**src/inc/twomc_map.vh**
```
// Register map, field positions and mode codes of the waveform output control block
`ifndef TWOMC_MAP_VH
`define TWOMC_MAP_VH

`define TWOMC_ADDR_CTRL_A 8'hb0
`define TWOMC_ADDR_CTRL_B 8'hb1
`define TWOMC_ADDR_COUNT 8'hb2
`define TWOMC_ADDR_CMP_A 8'hb3
`define TWOMC_ADDR_CMP_B 8'hb4
`define TWOMC_ADDR_STATUS 8'hb7

`define TWOMC_CHA_MODE 7:6
`define TWOMC_CHA_UPPER 7
`define TWOMC_CHB_MODE 5:4
`define TWOMC_CHB_UPPER 5
`define TWOMC_WAVE_LOW 1:0
`define TWOMC_CTRL_A_MASK 8'hf3

`define TWOMC_CTRL_B_FIELD 3:0
`define TWOMC_WAVE_HIGH_BIT 3
`define TWOMC_CLK_SEL 2:0
`define TWOMC_OVF_BIT 0

`define TWOMC_RESET_BYTE 8'h00
`define TWOMC_RESET_NIBBLE 4'h0
`define TWOMC_ZERO_NIBBLE 4'h0
`define TWOMC_ZERO_SEVEN 7'h00
`define TWOMC_BOTTOM 8'h00
`define TWOMC_MAX 8'hff
`define TWOMC_ONE 8'h01

`define TWOMC_WAVE_NORMAL 3'h0
`define TWOMC_WAVE_PHASE_FIX 3'h1
`define TWOMC_WAVE_CLR_MATCH 3'h2
`define TWOMC_WAVE_FAST_FIX 3'h3
`define TWOMC_WAVE_PHASE_VAR 3'h5
`define TWOMC_WAVE_FAST_VAR 3'h7

`define TWOMC_KIND_NONPWM 2'h0
`define TWOMC_KIND_FAST 2'h1
`define TWOMC_KIND_PHASE 2'h2
`define TWOMC_KIND_OFF 2'h3

`define TWOMC_MODE_OFF 2'h0
`define TWOMC_MODE_TOGGLE 2'h1
`define TWOMC_MODE_CLEAR 2'h2
`define TWOMC_MODE_SET 2'h3

`endif

```
**src/rtl/twomc_chan.v**
```verilog
// Compare output unit for one channel: waveform state and pin override
`timescale 1ns/100ps

`include "twomc_map.vh"

module twomc_chan #(
  parameter TOGGLE_IN_PWM = 1
) (
  input wire core_clk_i,
  input wire resetn_i,
  input wire [1:0] out_mode_i,
  input wire [1:0] kind_i,
  input wire wave_high_i,
  input wire match_i,
  input wire bottom_i,
  input wire top_i,
  input wire down_i,
  input wire cmp_top_i,
  input wire port_i,
  output wire connect_o,
  output wire pin_o
);

  reg wave_reg;
  reg wave_next;
  reg connect_next;
  reg connect_reg;
  reg pin_reg;

  ////////////////////////////////////////////////////////////////////////////
  always @* begin
    wave_next = wave_reg;
    connect_next = 1'b0;
    case (kind_i)
      `TWOMC_KIND_NONPWM: begin
        connect_next = (out_mode_i != `TWOMC_MODE_OFF);
        if (match_i) begin
          case (out_mode_i)
            `TWOMC_MODE_TOGGLE: wave_next = ~wave_reg; // see
            `TWOMC_MODE_CLEAR: wave_next = 1'b0;
            `TWOMC_MODE_SET: wave_next = 1'b1;
            default: wave_next = wave_reg;
          endcase
        end
      end
      `TWOMC_KIND_FAST: begin
        if (out_mode_i[1]) begin
          connect_next = 1'b1;
          if (bottom_i) begin
            wave_next = ~out_mode_i[0]; // see
          end else if (match_i && !cmp_top_i) begin
            wave_next = out_mode_i[0];
          end
        end else if (out_mode_i == `TWOMC_MODE_TOGGLE && wave_high_i && TOGGLE_IN_PWM != 0) begin
          connect_next = 1'b1;
          if (match_i) begin
            wave_next = ~wave_reg;
          end
        end
      end
      `TWOMC_KIND_PHASE: begin
        if (out_mode_i[1]) begin
          connect_next = 1'b1;
          if (top_i && cmp_top_i) begin
            wave_next = ~out_mode_i[0]; // see
          end else if (match_i && !cmp_top_i) begin
            wave_next = down_i ? ~out_mode_i[0] : out_mode_i[0]; // see
          end
        end else if (out_mode_i == `TWOMC_MODE_TOGGLE && wave_high_i && TOGGLE_IN_PWM != 0) begin
          connect_next = 1'b1;
          if (match_i) begin
            wave_next = ~wave_reg;
          end
        end
      end
      default: begin
        connect_next = 1'b0;
      end
    endcase
  end

  ////////////////////////////////////////////////////////////////////////////
  always @(posedge core_clk_i or negedge resetn_i) begin
    if (!resetn_i) begin
      wave_reg <= 1'b0;
      connect_reg <= 1'b0;
      pin_reg <= 1'b0;
    end else begin
      wave_reg <= wave_next;
      connect_reg <= connect_next;
      pin_reg <= connect_next ? wave_next : port_i; // see
    end
  end

  assign connect_o = connect_reg;
  assign pin_o = pin_reg;

endmodule

```
**src/rtl/twomc_top.v**
```verilog
// Timer waveform mode control: control registers, counter, compare buffers, pin drive
`timescale 1ns/100ps

`include "twomc_map.vh"

// Summary of operation
// Nonzero channel A mode bits 7:6 route waveform onto pin A, replacing port data.
// Software sets the pin direction to output; mode bits do not enable drivers.
// Non-PWM channel A: 00 off, 01 toggle, 10 clear, 11 set on match.
// Fast PWM channel A: 10 clears on match sets at bottom; 11 the inverse.
// PWM channel A mode 01: disconnected unless mode high bit set, then toggles.
// Fast PWM, compare A equals top with upper bit: match ignored, bottom action.
// Phase PWM channel A: 10 clears on up match, sets on down; 11 opposite.
// Phase PWM, compare A equals top with upper bit: match ignored, action at top.
// Nonzero channel B mode bits 5:4 drive waveform onto pin B.
// Non-PWM channel B: 00 off, 01 toggle, 10 clear, 11 set on match.
// Fast PWM channel B: 01 reserved; 10 clear match/set bottom; 11 inverse.
// Phase PWM channel B: 01 reserved; 10 clear up/set down; 11 opposite.
// Phase PWM, compare B equals top with upper bit: match ignored, action at top.
// Mode select is control B bit 3 above control A bits 1:0.
// Codes: 0 normal, 1 phase, 2 clear-on-match, 3 fast, 5 phase, 7 fast.
// Top is 0xFF in modes 0,1,3 and compare A in modes 2,5,7.
// Compare writes apply at once in 0/2, at top in phase, bottom in fast.
// Overflow flag at 0xFF in 0,2,3; at bottom in 1,5; at top in 7.
// Mode high bit lives in control B bit 3, reset to zero.
// Reserved channel B code and reserved mode codes keep pins disconnected.
// Control A bits 3:2 read zero, ignore writes; reset clears all bits.
module twomc_top (
  input wire core_clk_i,
  input wire resetn_i,
  input wire [7:0] reg_addr_i,
  input wire [7:0] reg_wdata_i,
  input wire reg_wr_i,
  input wire reg_rd_i,
  output wire [7:0] reg_rdata_o,
  input wire port_a_i,
  input wire port_b_i,
  output wire compare_pin_a_o,
  output wire compare_pin_b_o,
  output wire compare_pin_a_en_o,
  output wire compare_pin_b_en_o,
  output wire overflow_flag_o
);

  reg [7:0] waveform_control_a_reg;
  reg [3:0] waveform_control_b_reg;
  reg [7:0] count_reg;
  reg [7:0] count_next;
  reg dir_down_reg;
  reg dir_down_next;
  reg [7:0] cmp_a_buf_reg;
  reg [7:0] cmp_a_buf_next;
  reg [7:0] cmp_b_buf_reg;
  reg [7:0] cmp_b_buf_next;
  reg [7:0] compare_value_a_reg;
  reg [7:0] compare_value_b_reg;
  reg overflow_flag_reg;
  reg [7:0] rdata_reg;
  reg [7:0] rdata_next;

  reg [1:0] kind;
  reg top_from_cmp;
  reg ovf_event;
  reg load_cmp;

  wire [2:0] waveform_mode_select;
  wire waveform_mode_high;
  wire run;
  wire [7:0] top_value;
  wire at_top;
  wire at_bottom;
  wire match_a;
  wire match_b;
  wire wrap_bottom;
  wire phase_top;
  wire wr_ctrl_a;
  wire wr_ctrl_b;
  wire wr_count;
  wire wr_cmp_a;
  wire wr_cmp_b;
  wire wr_status;

  ////////////////////////////////////////////////////////////////////////////
  // Register bus decode

  assign wr_ctrl_a = reg_wr_i && (reg_addr_i == `TWOMC_ADDR_CTRL_A);
  assign wr_ctrl_b = reg_wr_i && (reg_addr_i == `TWOMC_ADDR_CTRL_B);
  assign wr_count = reg_wr_i && (reg_addr_i == `TWOMC_ADDR_COUNT);
  assign wr_cmp_a = reg_wr_i && (reg_addr_i == `TWOMC_ADDR_CMP_A);
  assign wr_cmp_b = reg_wr_i && (reg_addr_i == `TWOMC_ADDR_CMP_B);
  assign wr_status = reg_wr_i && (reg_addr_i == `TWOMC_ADDR_STATUS);

  always @(posedge core_clk_i or negedge resetn_i) begin
    if (!resetn_i) begin
      waveform_control_a_reg <= `TWOMC_RESET_BYTE;
      waveform_control_b_reg <= `TWOMC_RESET_NIBBLE;
    end else begin
      if (wr_ctrl_a) begin
        waveform_control_a_reg <= reg_wdata_i & `TWOMC_CTRL_A_MASK;
      end
      if (wr_ctrl_b) begin
        waveform_control_b_reg <= reg_wdata_i[`TWOMC_CTRL_B_FIELD];
      end
    end
  end

  ////////////////////////////////////////////////////////////////////////////
  // Mode decode

  assign waveform_mode_high = waveform_control_b_reg[`TWOMC_WAVE_HIGH_BIT];
  assign waveform_mode_select = {waveform_mode_high, waveform_control_a_reg[`TWOMC_WAVE_LOW]};
  // Prescaler is not modelled: any nonzero clock select runs at the core rate
  assign run = (waveform_control_b_reg[`TWOMC_CLK_SEL] != 3'h0);

  always @* begin
    kind = `TWOMC_KIND_OFF;
    top_from_cmp = 1'b0;
    case (waveform_mode_select)
      `TWOMC_WAVE_NORMAL: begin
        kind = `TWOMC_KIND_NONPWM;
      end
      `TWOMC_WAVE_PHASE_FIX: begin
        kind = `TWOMC_KIND_PHASE;
      end
      `TWOMC_WAVE_CLR_MATCH: begin
        kind = `TWOMC_KIND_NONPWM;
        top_from_cmp = 1'b1;
      end
      `TWOMC_WAVE_FAST_FIX: begin
        kind = `TWOMC_KIND_FAST;
      end
      `TWOMC_WAVE_PHASE_VAR: begin
        kind = `TWOMC_KIND_PHASE;
        top_from_cmp = 1'b1;
      end
      `TWOMC_WAVE_FAST_VAR: begin
        kind = `TWOMC_KIND_FAST;
        top_from_cmp = 1'b1;
      end
      default: begin
        // Reserved codes count like normal mode but drive no pin
        kind = `TWOMC_KIND_OFF;
      end
    endcase
  end

  assign top_value = top_from_cmp ? compare_value_a_reg : `TWOMC_MAX;
  assign at_top = (count_reg == top_value);
  assign at_bottom = (count_reg == `TWOMC_BOTTOM);

  ////////////////////////////////////////////////////////////////////////////
  // Counter; outputs react one clock after the count value that caused them

  always @* begin
    count_next = count_reg;
    dir_down_next = 1'b0;
    if (wr_count) begin
      count_next = reg_wdata_i;
      dir_down_next = dir_down_reg && (kind == `TWOMC_KIND_PHASE);
    end else if (run) begin
      if (kind == `TWOMC_KIND_PHASE) begin
        dir_down_next = dir_down_reg;
        if (!dir_down_reg && at_top) begin
          dir_down_next = 1'b1;
          count_next = at_bottom ? count_reg : count_reg - `TWOMC_ONE;
        end else if (dir_down_reg && at_bottom) begin
          dir_down_next = 1'b0;
          count_next = at_top ? count_reg : count_reg + `TWOMC_ONE;
        end else if (dir_down_reg) begin
          count_next = count_reg - `TWOMC_ONE;
        end else begin
          count_next = count_reg + `TWOMC_ONE;
        end
      end else begin
        count_next = at_top ? `TWOMC_BOTTOM : count_reg + `TWOMC_ONE;
      end
    end else begin
      dir_down_next = dir_down_reg && (kind == `TWOMC_KIND_PHASE);
    end
  end

  always @(posedge core_clk_i or negedge resetn_i) begin
    if (!resetn_i) begin
      count_reg <= `TWOMC_RESET_BYTE;
      dir_down_reg <= 1'b0;
    end else begin
      count_reg <= count_next;
      dir_down_reg <= dir_down_next;
    end
  end

  assign wrap_bottom = run && at_top && (kind == `TWOMC_KIND_FAST);
  assign phase_top = run && at_top && !dir_down_reg && (kind == `TWOMC_KIND_PHASE);
  assign match_a = run && (count_reg == compare_value_a_reg);
  assign match_b = run && (count_reg == compare_value_b_reg);

  ////////////////////////////////////////////////////////////////////////////
  // Compare buffers: software sees the buffer, the compare uses the active copy

  always @* begin
    cmp_a_buf_next = cmp_a_buf_reg;
    cmp_b_buf_next = cmp_b_buf_reg;
    if (wr_cmp_a) begin
      cmp_a_buf_next = reg_wdata_i;
    end
    if (wr_cmp_b) begin
      cmp_b_buf_next = reg_wdata_i;
    end
  end

  always @* begin
    case (kind)
      `TWOMC_KIND_PHASE: load_cmp = phase_top;
      `TWOMC_KIND_FAST: load_cmp = wrap_bottom;
      default: load_cmp = 1'b1;
    endcase
  end

  always @(posedge core_clk_i or negedge resetn_i) begin
    if (!resetn_i) begin
      cmp_a_buf_reg <= `TWOMC_RESET_BYTE;
      cmp_b_buf_reg <= `TWOMC_RESET_BYTE;
      compare_value_a_reg <= `TWOMC_RESET_BYTE;
      compare_value_b_reg <= `TWOMC_RESET_BYTE;
    end else begin
      cmp_a_buf_reg <= cmp_a_buf_next;
      cmp_b_buf_reg <= cmp_b_buf_next;
      if (load_cmp) begin
        compare_value_a_reg <= cmp_a_buf_next;
        compare_value_b_reg <= cmp_b_buf_next;
      end
    end
  end

  ////////////////////////////////////////////////////////////////////////////
  // Overflow flag; a set in the clearing cycle wins

  always @* begin
    case (waveform_mode_select)
      `TWOMC_WAVE_NORMAL: ovf_event = run && (count_reg == `TWOMC_MAX);
      `TWOMC_WAVE_CLR_MATCH: ovf_event = run && (count_reg == `TWOMC_MAX);
      `TWOMC_WAVE_FAST_FIX: ovf_event = run && (count_reg == `TWOMC_MAX);
      `TWOMC_WAVE_PHASE_FIX: ovf_event = run && at_bottom && dir_down_reg;
      `TWOMC_WAVE_PHASE_VAR: ovf_event = run && at_bottom && dir_down_reg;
      `TWOMC_WAVE_FAST_VAR: ovf_event = run && at_top;
      default: ovf_event = 1'b0;
    endcase
  end

  always @(posedge core_clk_i or negedge resetn_i) begin
    if (!resetn_i) begin
      overflow_flag_reg <= 1'b0;
    end else if (ovf_event) begin
      overflow_flag_reg <= 1'b1;
    end else if (wr_status && reg_wdata_i[`TWOMC_OVF_BIT]) begin
      overflow_flag_reg <= 1'b0;
    end
  end

  assign overflow_flag_o = overflow_flag_reg;

  ////////////////////////////////////////////////////////////////////////////
  // Read port: data valid only in the cycle after the strobe, zero otherwise

  always @* begin
    rdata_next = `TWOMC_RESET_BYTE;
    if (reg_rd_i) begin
      case (reg_addr_i)
        `TWOMC_ADDR_CTRL_A: rdata_next = waveform_control_a_reg;
        `TWOMC_ADDR_CTRL_B: rdata_next = {`TWOMC_ZERO_NIBBLE, waveform_control_b_reg};
        `TWOMC_ADDR_COUNT: rdata_next = count_reg;
        `TWOMC_ADDR_CMP_A: rdata_next = cmp_a_buf_reg;
        `TWOMC_ADDR_CMP_B: rdata_next = cmp_b_buf_reg;
        `TWOMC_ADDR_STATUS: rdata_next = {`TWOMC_ZERO_SEVEN, overflow_flag_reg};
        default: rdata_next = `TWOMC_RESET_BYTE;
      endcase
    end
  end

  always @(posedge core_clk_i or negedge resetn_i) begin
    if (!resetn_i) begin
      rdata_reg <= `TWOMC_RESET_BYTE;
    end else begin
      rdata_reg <= rdata_next;
    end
  end

  assign reg_rdata_o = rdata_reg;

  ////////////////////////////////////////////////////////////////////////////
  // Compare output units; driver enable stays with the port direction logic

  twomc_chan #(
    .TOGGLE_IN_PWM(1)
  ) u_chan_a (
    .core_clk_i(core_clk_i),
    .resetn_i(resetn_i),
    .out_mode_i(waveform_control_a_reg[`TWOMC_CHA_MODE]),
    .kind_i(kind),
    .wave_high_i(waveform_mode_high),
    .match_i(match_a),
    .bottom_i(wrap_bottom),
    .top_i(phase_top),
    .down_i(dir_down_reg),
    .cmp_top_i(waveform_control_a_reg[`TWOMC_CHA_UPPER] && (compare_value_a_reg == top_value)),
    .port_i(port_a_i),
    .connect_o(compare_pin_a_en_o),
    .pin_o(compare_pin_a_o)
  );

  // Channel B has no toggle in PWM; its 01 code is reserved and stays off
  twomc_chan #(
    .TOGGLE_IN_PWM(0)
  ) u_chan_b (
    .core_clk_i(core_clk_i),
    .resetn_i(resetn_i),
    .out_mode_i(waveform_control_a_reg[`TWOMC_CHB_MODE]),
    .kind_i(kind),
    .wave_high_i(waveform_mode_high),
    .match_i(match_b),
    .bottom_i(wrap_bottom),
    .top_i(phase_top),
    .down_i(dir_down_reg),
    .cmp_top_i(waveform_control_a_reg[`TWOMC_CHB_UPPER] && (compare_value_b_reg == top_value)),
    .port_i(port_b_i),
    .connect_o(compare_pin_b_en_o),
    .pin_o(compare_pin_b_o)
  );

endmodule

```
**config.mk**
```make
export PLATFORM = sky130hd
export DESIGN_NAME = twomc_top
export DESIGN_NICKNAME = d
export VERILOG_FILES = /design/src/rtl/twomc_chan.v /design/src/rtl/twomc_top.v
export VERILOG_INCLUDE_DIRS = /design/src /design/src/inc
export SDC_FILE = /design/constraint.sdc
export NUM_CORES = 1
export LEC_CHECK = 0
export BUFFER_PORTS_ARGS = -buffer_cell sky130_fd_sc_hd__buf_2
export CAP_MARGIN = 0
export CORE_MARGIN = 1
export CORE_UTILIZATION = 30
export CTS_BUF_LIST = sky130_fd_sc_hd__clkbuf_4 sky130_fd_sc_hd__clkbuf_8
export DETAILED_ROUTE_END_ITERATION = 7
export GPL_TIMING_DRIVEN = 0
export SKIP_LAST_GASP = 1
export SYNTH_ARGS = -nofsm -noshare
export SYNTH_HDL_FRONTEND = slang
export SYNTH_SLANG_ARGS = --single-unit
export TNS_END_PERCENT = 20
```
**constraint.sdc**
```tcl
create_clock -name core_clk_i -period 2.7 [get_ports core_clk_i]
set_clock_uncertainty 0.1 [all_clocks]
set_input_delay 0.135 -clock core_clk_i [delete_from_list [all_inputs] [get_ports core_clk_i]]
set_output_delay 0.135 -clock core_clk_i [all_outputs]
set_load 0.02 [all_outputs]
```
Word level (Yosys, flattened, before mapping) --
Index checks and enable logic that the tools add are counted.
Word-level totals: flip-flop bits (word level) 66, latch bits 0, RAM bits 0, bits in read-only memories 0, word-level logic and storage cells 148, memories 0
Cells by class: add/subtract/negate cells 2, multipliers 0, divide/modulo/power cells 0, magnitude comparators 0, eq/ne operators 28, shift-type cells 0, mux-type cells 54, bitwise operators 4, reductions and logical operators 44
Operators with widths (number):
- $mux 8 | 13
- $eq 8x8->1 const B | 7
- $pmux 8 s6 | 1
- $eq 8x8->1 | 5
- $mux 1 | 31
- $logic_and 1x1->1 | 26
- $pmux 1 s3 | 5
- $eq 2x2->1 const B | 5
- $add 8x1->8 const B | 1
- $logic_not 8->1 | 1
- $reduce_bool 2->1 | 4
- $reduce_or 2->1 | 4
- $sub 8x1->8 const B | 1
- $eq 2x1->1 const B | 3
- $eq 3x2->1 const B | 2
- $eq 3x3->1 const B | 2
- $pmux 1 s2 | 3
- $pmux 2 s3 | 1
- $reduce_or 3->1 | 2
- $ne 5x3->1 const B | 1
- $ne 5x5->1 const B | 1
- $ne 4x4->1 const B | 1
- $not 1->1 | 4
- $eq 3x1->1 const B | 1
- 5 further kinds | 7

Depth between registers and ports, before layout --
Gate-level depths: netlist (run 1).
depth in word-level cells 13, depth in mapped cells 11, gate-level depth less buffers 10

By module --
Synthesis (run 1) repeated with hierarchy kept, for this count alone.
Second synthesis, totals: cells, all modules 466, area total of the unflattened synthesis 4372.9 sq um
Modules (own cells, without submodules):
- twomc_top | times used 1, cells each 394, area each 3739.8 sq um, sequential area each 1501.4 sq um
- twomc_chan (u_chan_a) | times used 1, cells each 37, area each 319.1 sq um, sequential area each 75.1 sq um
- twomc_chan (u_chan_b) | times used 1, cells each 35, area each 314.1 sq um, sequential area each 75.1 sq um

Worst setup path after synthesis (run 1) --
OpenSTA, ideal clock, no wires.
path type register -> register, start register count_reg[0], end register count_reg[3], arrival time 2.395 ns, slack 0.081 ns, cell stages (with the launch flop) 12, cells stage by stage dfrtp_1 -> buf_2 -> inv_1 -> ha_1 -> nor3b_1 -> nand2_1 -> nor3_1 -> nand2_1 -> a21boi_1 -> mux2i_1 -> o22ai_1 -> a211o_1
Between the ends: word-level cells in the longest chain between the ends 7
Ends and longest elaborated chain:
- start: declaration | line twomc_top.v:47 | reg [7:0] count_reg;
- start signal: assignment | line twomc_top.v:184 | count_reg <= `TWOMC_RESET_BYTE;
- start signal: assignment | line twomc_top.v:187 | count_reg <= count_next;
- $add 8x1->8 (no line), or another cell as far along
- $mux 8, or another cell as far along | line twomc_top.v:169 | end else if (dir_down_reg) begin
- $mux 8 | line twomc_top.v:166 | end else if (dir_down_reg && at_bottom) begin
- $mux 8 | line twomc_top.v:163 | if (!dir_down_reg && at_top) begin
- $mux 8 | line twomc_top.v:161 | if (kind == `TWOMC_KIND_PHASE) begin
- $mux 8 | line twomc_top.v:160 | end else if (run) begin
- $mux 8 | line twomc_top.v:157 | if (wr_count) begin
Several ways; a longest one is shown, not always the timed one. The select of a mux whose other input is x is not followed. A chain may end at the register's enable or synchronous reset.

Final worst setup path (run 1) --
start register count_reg[4], end register u_chan_b.pin_reg, in the netlist u_chan_b.pin_o
Between the ends: word-level cells in the longest chain between the ends 9
Ends and longest elaborated chain:
- $eq 8x8->1 | line twomc_top.v:148 | assign at_top = (count_reg == top_value);
- $logic_and 1x1->1 | line twomc_top.v:192, twomc_top.v:193
- $logic_and 1x1->1 (2 in series) | line twomc_top.v:193 | assign phase_top = run && at_top && !dir_down_reg && (kind == `TWOMC_KIND_PHASE);
- $logic_and 1x1->1 | line twomc_chan.v:64 | if (top_i && cmp_top_i) begin
- $mux 1 | line twomc_chan.v:64
- $mux 1 | line twomc_chan.v:62 | if (out_mode_i[1]) begin
- $pmux 1 s3 * | line twomc_chan.v:34 | case (kind_i)
- $mux 1 * | line twomc_chan.v:91 | pin_reg <= connect_next ? wave_next : port_i;
- end signal: assignment | line twomc_chan.v:91
- end: declaration | line twomc_chan.v:28 | reg pin_reg;
Every way passes the cells marked *; elsewhere a longest branch is shown, timed or not.

==> results.md, run 1 <==
Run status:
- The flow ran to the end, but the final reports show violations.
- The checks that failed: setup timing.

Pwr:
- For this design the ratio of total power to cell area is 586 nW/um^2.
- The leakage power total is approximately 2.3 nW.
- VDD sags by at most 0.000257 V.
- The total design power is 3.09 mW.

Global route:
- Entering global routing, the biggest net connects between 60 and 70 pins.
- The number of antenna violations at the first check in global routing is 0.
- The global router's overall resource usage is 19.2%.
- The via count of the first global-routing pass was a little under 4k.
- The total overflow left after global routing is 0.
- The first global-routing pass estimated between 20000 and 25000 um of wire.

Setup path:
- The worst reg2reg path endpoint is u_chan_b.pin_o.
- The startpoint type of the worst setup path is a flop.
- The data required time at the worst endpoint is 2.85 ns.
- The nature of the critical path endpoint is a flop.
- The register-to-register setup slack is -0.11 ns.
- The source of the worst register-to-register timing path is count_reg[4].
- The class of the most critical setup path is flop to flop.
- The number of cells on the worst reg-to-reg path is 9.
- Data on the critical path arrives at its endpoint at 2.96 ns.
- In this run the worst path has a maximum fanout of 10.

Yosys:
- The largest total area in the synthesized netlist belongs to sky130_fd_sc_hd__dfrtp_1.
- The synthesized design contains 66 register bits.
- The synthesized instance count is 451.
- Counting every net in the synthesized netlist gives 475.
- The area share of the leading cell type in the synthesized netlist is 38.4%.
- The share of flip-flops with an asynchronous set or reset is 100%.
- After synthesis, the mean cell area works out to around 9.5 sq um.
- Counting instances in the post-synthesis netlist gives the leading cell types as 66 x sky130_fd_sc_hd__dfrtp_1, 45 x sky130_fd_sc_hd__mux2_2, 39 x sky130_fd_sc_hd__nand2_1.
- Among all flip-flop cells after synthesis, the most frequent one is sky130_fd_sc_hd__dfrtp_1.
- The count of yosys warnings during synthesis is 0.
- The most repeated cell in the gate-level netlist after synthesis is sky130_fd_sc_hd__dfrtp_1.
- The area of the mapped netlist is roughly 4300 sq um.
- Sorting the synthesized cells by area gives the leading types as sky130_fd_sc_hd__dfrtp_1 38%, sky130_fd_sc_hd__mux2_2 12%, sky130_fd_sc_hd__xor2_1 3.9%, sky130_fd_sc_hd__nand2_1 3.4%, sky130_fd_sc_hd__o21ai_0 2.7%.
- The number of different library cells used by synthesis comes to 68.
- The number of enable flip-flop cells after synthesis is 0.
- The sequential area share after synthesis is 38.4%.

Min path:
- The path class of the tightest hold or removal check is input port to flop.
- The number of instances on the worst hold path is 3.
- In this run the most critical hold path is launched from reg_wdata_i[0].
- The end point of the worst hold path is count_reg[0].

Clocking:
- For the worst-skew pair, the clock arrives at the later sink with an insertion delay of 0.37 ns.
- The worst-case clock buffer depth is 2.
- Buffers inserted during clock tree synthesis total 9.
- The number of clock sinks is 66.
- Clock tree synthesis selected as its root buffer the cell sky130_fd_sc_hd__clkbuf_8.
- TritonCTS built the clock tree.
- The clock-pin slew on the worst setup and hold paths is 0.09 ns.
- The CTS H-tree depth is 3.

Routing:
- The detailed-route wire length per cell is between 15 and 20 um.
- The post-detailed-route DRC marker count is 0.
- In this run the remaining antenna-violating nets after routing total 0.
- The first-pass iteration count of the detailed router is 7.
- The number of vias in the routed layout is slightly below 4k.
- In the routed layout, each cell is associated on average with a via count of 5.72.
- The violation count after the first detailed-route iteration is 434.
- The post-detailed-routing wire length is 13600 um.

Finish:
- Compared with the post-synthesis result, the final layout area differs by 22.4%.
- In the final design database the tool counted 534 nets.
- The area of all placed cells without fillers is 5260 sq um.
- At the end of the flow the core is filled with cells to 37.8%.
- The fraction of final layout cells sized beyond drive strength 1 is slightly below 30%.
- The diode insertion count for antenna repair is 0.

Floorplan:
- The die outline width is 122 um.
- The floorplan step defined a core boundary enclosing between 10000 and 15000 sq um.
- The die is 122 um tall.
- The floorplan has 43 rows.
- The initial cell density of the core is 30.9%.
- The number of placed I/O pins is 35.
- The die covers roughly 15000 sq um.

STA:
- Timing would allow up to 0.356 GHz.
- The tightest hold margin is ~0.0012 ns.
- The worst slew margin relative to its limit is 37.9%.
- Across all setup checks in the final design, the least slack found is -0.107 ns.
- The smallest clock period supported by the final layout is computed as around 2.8 ns.
- Setup violations remaining at the end of the flow were counted as 5.
- The slew at the pin closest to its max-slew limit is 0.924 ns.
- The final number of hold-violating endpoints is 0.
- The ratio of final minimum period to clock period is 104%.
- The number of pins with negative max-slew slack in the final report is 0.
- Setup repair after global routing could not meet its margin everywhere.

Placement:
- The HPWL reported at the end of detailed placement is 9680 um.
- The number of buffers inserted by port buffering is 33.
- In this run the cell area measured after placement is approximately 4700 sq um.
- Routability-driven placement finished with a final weighted congestion of 0.898.

Flow run:
- The tool flagged a number of max-cap violations equal to 0.
cells by family (layout without fill, tap and decap cells):
group                      after synthesis  after routing  share of synthesized area [%]
and+or+nand+nor                        154            154                           19.3
AOI/OAI and AO/OA                      106            106                           17.8
DFF                                     66             66                           38.4
muxes                                   57             57                           14.9
buffers and inverters                   40            104                           3.75
xor gates and xnor gates                26             26                           5.30
adders and majority gates                2              2                          0.582
power breakdown:
group | leakage [nW] | switching (mW) | internal (mW)
Combinational | 1.26 | 0.536 | 0.392
Sequential | 0.885 | 0.0866 | 1.06
Clock | 0.114 | 0.469 | 0.539
worst max path at each step:
| stage | startpoint | to | slack [ns] | cells past startpoint |
|---|---|---|---|---|
| after CTS | waveform_control_b_reg[3] | u_chan_b.pin_o | -0.08 | 8 |
| after detailed placement | count_reg[1] | count_reg[5] | -0.51 | 11 |
| after global routing | count_reg[4] | u_chan_b.pin_o | -0.17 | 9 |
| after floorplan | count_reg[0] | count_reg[3] | 0.08 | 11 |
| after global placement | count_reg[1] | count_reg[5] | -0.42 | 11 |
| final | count_reg[4] | u_chan_b.pin_o | -0.11 | 9 |
metrics by stage:
stage	setup WS, ns	std cells	setup TNS [ns]
after floorplan	0.0810	451	0
after global placement	-0.423	664	-7.25
after detailed placement	-0.507	664	-8.98
after CTS	-0.0772	692	-0.310
after global routing	-0.166	695	-1.00
final	-0.107	695	-0.413
routing by layer:
metal,GRT usage (%),routed length (um)
met2,30.9,6410
met3,3.56,743
met4,8.87,537
met5,0,0
met1,24.9,5920
worst max-delay path, cell delays in order (launching register included):
cell                       delay [ns]
sky130_fd_sc_hd__dfrtp_1         0.39
sky130_fd_sc_hd__clkbuf_2        0.22
sky130_fd_sc_hd__xor2_1          0.21
sky130_fd_sc_hd__nor4_2          0.42
sky130_fd_sc_hd__nand3_1         0.25
sky130_fd_sc_hd__a41oi_2         0.31
sky130_fd_sc_hd__nor3b_1         0.10
sky130_fd_sc_hd__o31ai_1         0.26
sky130_fd_sc_hd__o211ai_1        0.16
sky130_fd_sc_hd__mux2_4          0.28
cells in the final DEF (no fill, tap or decap), types with 9 or more instances in the layout:
master / netlist / final
sky130_fd_sc_hd__mux2_2: 45 / 44
sky130_fd_sc_hd__nor2_1: 30 / 30
sky130_fd_sc_hd__xor2_1: 19 / 18
sky130_fd_sc_hd__nand3_1: 20 / 19
sky130_fd_sc_hd__a22oi_1: 9 / 9
sky130_fd_sc_hd__buf_4: 1 / 15
sky130_fd_sc_hd__mux2i_1: 11 / 11
sky130_fd_sc_hd__a21oi_1: 16 / 16
sky130_fd_sc_hd__clkbuf_1: 23 / 15
sky130_fd_sc_hd__nand2_1: 39 / 37
sky130_fd_sc_hd__o21ai_0: 23 / 23
sky130_fd_sc_hd__clkbuf_8: 0 / 9
sky130_fd_sc_hd__buf_2: 6 / 34
sky130_fd_sc_hd__dfrtp_1: 66 / 63
final cells by class:
type	instances	area [sq um]
Buffer	27	138
Clock buffer	9	124
Clock inverter	7	108
Fill cell	1363	8670
Inverter	8	30.0
Multi-Input combinational cell	345	2640
Sequential cell	66	1660
Tap cell	180	225
Timing Repair Buffer	53	342
what timing repair did:
item                                    in CTS  in global routing
setup buffers                                8                  4
hold endpoints to repair                    75                  0
hold buffers                                 8                  0
gates resized for setup                     33                 13
pin swaps                                    8                  5
endpoints found under the setup margin      29                 25
Power figures use the tool's default switching activity.
==> run 2: changes to the inputs <==
==> constraint.sdc (replaced) <==
create_clock -name core_clk_i -period 2.62 [get_ports core_clk_i]
set_clock_uncertainty 0.1 [all_clocks]
set_input_delay 0.131 -clock core_clk_i [delete_from_list [all_inputs] [get_ports core_clk_i]]
set_output_delay 0.131 -clock core_clk_i [all_outputs]
set_load 0.02 [all_outputs]
==> run 2 against run 1 <==
The run still ends with setup timing left. Count of clock-buffer cells in the layout did not move. Maximum frequency fell by 0.22%. Critical path type unchanged. Wire length fell by 0.36%. Clock power barely moved. Cell count rose by 0.14%. Die area did not move.
==> results.md, run 2 (synthesis gave the netlist of run 1 again) <==
Setup path:
- The data required time at the worst endpoint is 2.77 ns.
- The number of cells on the worst reg-to-reg path is 9.
- The worst setup path is launched from a flop.
- The worst register-to-register path begins at count_reg[4].
- The cell with the biggest individual delay on the critical path is sky130_fd_sc_hd__nor4_2.
- The worst register-to-register path has a setup slack of -0.19 ns.
- The critical path goes through clkbuf_2, xor2_1, nor4_2, nand3_1, a41oi_2, nor3b_1, o31ai_1, o211ai_1, mux2_4.
- The worst reg2reg path endpoint is u_chan_b.pin_o.
- The class of the most critical setup path is flop to flop.
- Data on the critical path arrives at its endpoint at 2.96 ns.
- In this run the worst setup path begins at count_reg[4].
- The maximum fanout count along the critical path is 10.
- The longest individual stage delay on the worst path is 0.45 ns.
- The nature of the critical path endpoint is a flop.

Pwr:
- Per report_power, the clock group accounts for 32.6% of the total.
- The total design power is 3.18 mW.
- For this design the ratio of total power to cell area is 603 nW/um^2.
- Cell internal power was estimated by the tool at 2.06 mW.
- The leakage power total is 2.26 nW.
- The net load switching power is 1.12 mW.
- Combinational cells account for a little under a third of the total power.
- Per report_power, the sequential group accounts for between 30 and 40% of the total.
- The peak supply drop is 0.000264 V.
- The switching share of power is 35.4%.

Clocking:
- TritonCTS built the clock tree.
- The root buffer cell chosen for the clock tree is sky130_fd_sc_hd__clkbuf_8.
- The number of clock sinks is 66.
- The clock passes through at most 2 buffers.
- Clock latency on the worst-skew pair, taken at its later pin, is 0.36 ns.
- In this run the number of H-tree levels came out at 3.
- The TritonCTS buffer count is 9.
- The clock-pin slew on the worst setup and hold paths is 0.09 ns.

Global route:
- The wire length of the first global-routing pass is 21500 um.
- The number of antenna violations at the first check in global routing is 0.
- Entering global routing, the biggest net connects 67 pins.
- Global routing used 19.2% of the available tracks across all layers.
- The total grt overflow is 0.
- The via count of the first global-routing pass is between 3k and 4k.

Finish:
- The most common cell after layout, fill and taps aside is sky130_fd_sc_hd__dfrtp_1.
- The final non-filler cell total is 696.
- From synthesis to final layout, the design area changed by 22.8%.
- The top cell types in the final layout, fill and taps aside, are 63 x sky130_fd_sc_hd__dfrtp_1, 44 x sky130_fd_sc_hd__mux2_2, 37 x sky130_fd_sc_hd__nand2_1.
- The post-route netlist has between 20% and 30% of its cells at a drive strength greater than 1.
- The number of antenna diodes in the final layout is 0.
- After the last flow step, the layout net total stands at 535.

Floorplan:
- In this run the standard cell core region covers 13900 sq um.
- From left edge to right edge, the die measures 122 um.
- The number of placed I/O pins is 35.
- The initial cell density of the core is 30.9%.
- The vertical extent of the die is 122 um.
- The placement row count is 43.
- The floorplan step defined a die boundary enclosing roughly 15000 sq um.

STA:
- Setup repair after global routing could not meet its margin everywhere.
- Based on the critical path, the design can be clocked at up to approximately 0.36 GHz.
- At the pin with the least slew margin, the transition time is 0.903 ns.
- The post-route setup TNS is -0.963 ns.
- The number of pins with negative max-slew slack in the final report is 0.
- After layout, the minimum clock period comes to 2.81 ns.
- The final number of hold-violating endpoints is 0.
- The ratio of final minimum period to clock period is 107%.
- After layout, the worst setup slack is -0.193 ns.
- The worst slew margin relative to its limit is 39.3%.
- Setup violations remaining at the end of the flow were counted as 8.

Routing:
- The detailed-route wire length per cell is 19.5 um.
- The number of vias in the routed layout is about 4k.
- The first TritonRoute pass finished after 5 iterations.
- Using the TritonRoute via totals, the vias-per-cell ratio works out to 5.73.
- The post-detailed-routing wire length is around 14000 um.
- In the routed design, unresolved DRC markers number 0.
- The violation count after the first detailed-route iteration is 407.
- The detail route stage leaves a number of antenna-violating nets equal to 0.

Flow run:
- The number of max-cap violations is 0.

Placement:
- Counting tap cells, the placed design contains a total of 664 instances.
- Once detailed placement completed, the half-perimeter wirelength came to 9680 um.
- Port buffering added 33 buffers.
- The placer congestion estimate is 0.898.
- The pre-CTS worst setup slack is -0.587 ns.

Min path:
- The number of instances on the worst hold path is 3.
- The hold path startpoint is reg_wdata_i[1].
- The path class of the tightest hold or removal check is input port to flop.
- The end point of the worst hold path is count_reg[1].

Run status:
- The final reports fail on setup timing.
- The run finished, with violations left.
-- run 2: changes by cell type in the layout (fill, tap and decap cells not counted), sizes merged --
cell / before / now
dlygate4sd3: 8 / 9
-- run 2: worst max path at each step --
stage / endpoint / slack, ns / cells after the start
after floorplan: count_reg[3] / 0.001 / 11
after global placement: count_reg[5] / -0.50 / 11
after detailed placement: count_reg[5] / -0.59 / 11
after CTS: u_chan_b.pin_o / -0.16 / 8
after global routing: u_chan_b.pin_o / -0.25 / 9
final: u_chan_b.pin_o / -0.19 / 9
-- run 2: what timing repair did --
action	in CTS	in global routing
resized for setup	34	13
gates cloned	0	0
hold buffers	9	0
endpoints found under the setup margin	30	28
buffers inserted	8	4
hold endpoints to repair	76	0
pin swaps	8	5
-- run 2: cell type report --
| class | instances | area (sq um) |
|---|---|---|
| Inverter | 8 | 30.0 |
| Buffer | 27 | 141 |
| Multi-Input combinational cell | 345 | 2640 |
| Timing Repair Buffer | 54 | 352 |
| Tap cell | 180 | 225 |
| Clock inverter | 7 | 108 |
| Fill cell | 1359 | 8660 |
| Sequential cell | 66 | 1660 |
| Clock buffer | 9 | 124 |
-- run 2: power by group through the flow --
stage	Clock (mW)	Combinational (mW)	Sequential (mW)
2_1_floorplan	0	0.568	1.17
3_3_place_gp	0	0.780	1.18
3_5_place_dp	0	0.805	1.18
4_1_cts	1.05	0.870	1.18
5_1_grt	1.10	1.03	1.19
6_report	1.04	0.959	1.18
-- run 2: metrics by stage --
stage | utilization [%] | hold slack (ns) | cell area [sq um]
after floorplan | - | -0.265 | 4300
after global placement | 33.7 | 0.266 | 4690
after detailed placement | 33.7 | 0.201 | 4690
after CTS | 37.4 | 0.00901 | 5210
after global routing | 37.9 | 0.0372 | 5280
final | 37.9 | 0.0237 | 5280
-- run 2: worst max-delay path: cells and delay by family (launching register included) --
| family | cells | cell delay [ns] |
|---|---|---|
| flops | 1 | 0.39 |
| compound gates | 3 | 0.71 |
| buf+inv | 1 | 0.22 |
| mux | 1 | 0.28 |
| simple gates | 3 | 0.79 |
| xor+xnor | 1 | 0.21 |
-- run 2: routing by layer --
metal  up-vias  track usage [%]  wire, um
met3        36             3.56       880
li1       1810                -         -
met2       176             30.9      6340
met4         0             8.87       534
met5         -                0         0
met1      1966             24.9      5810
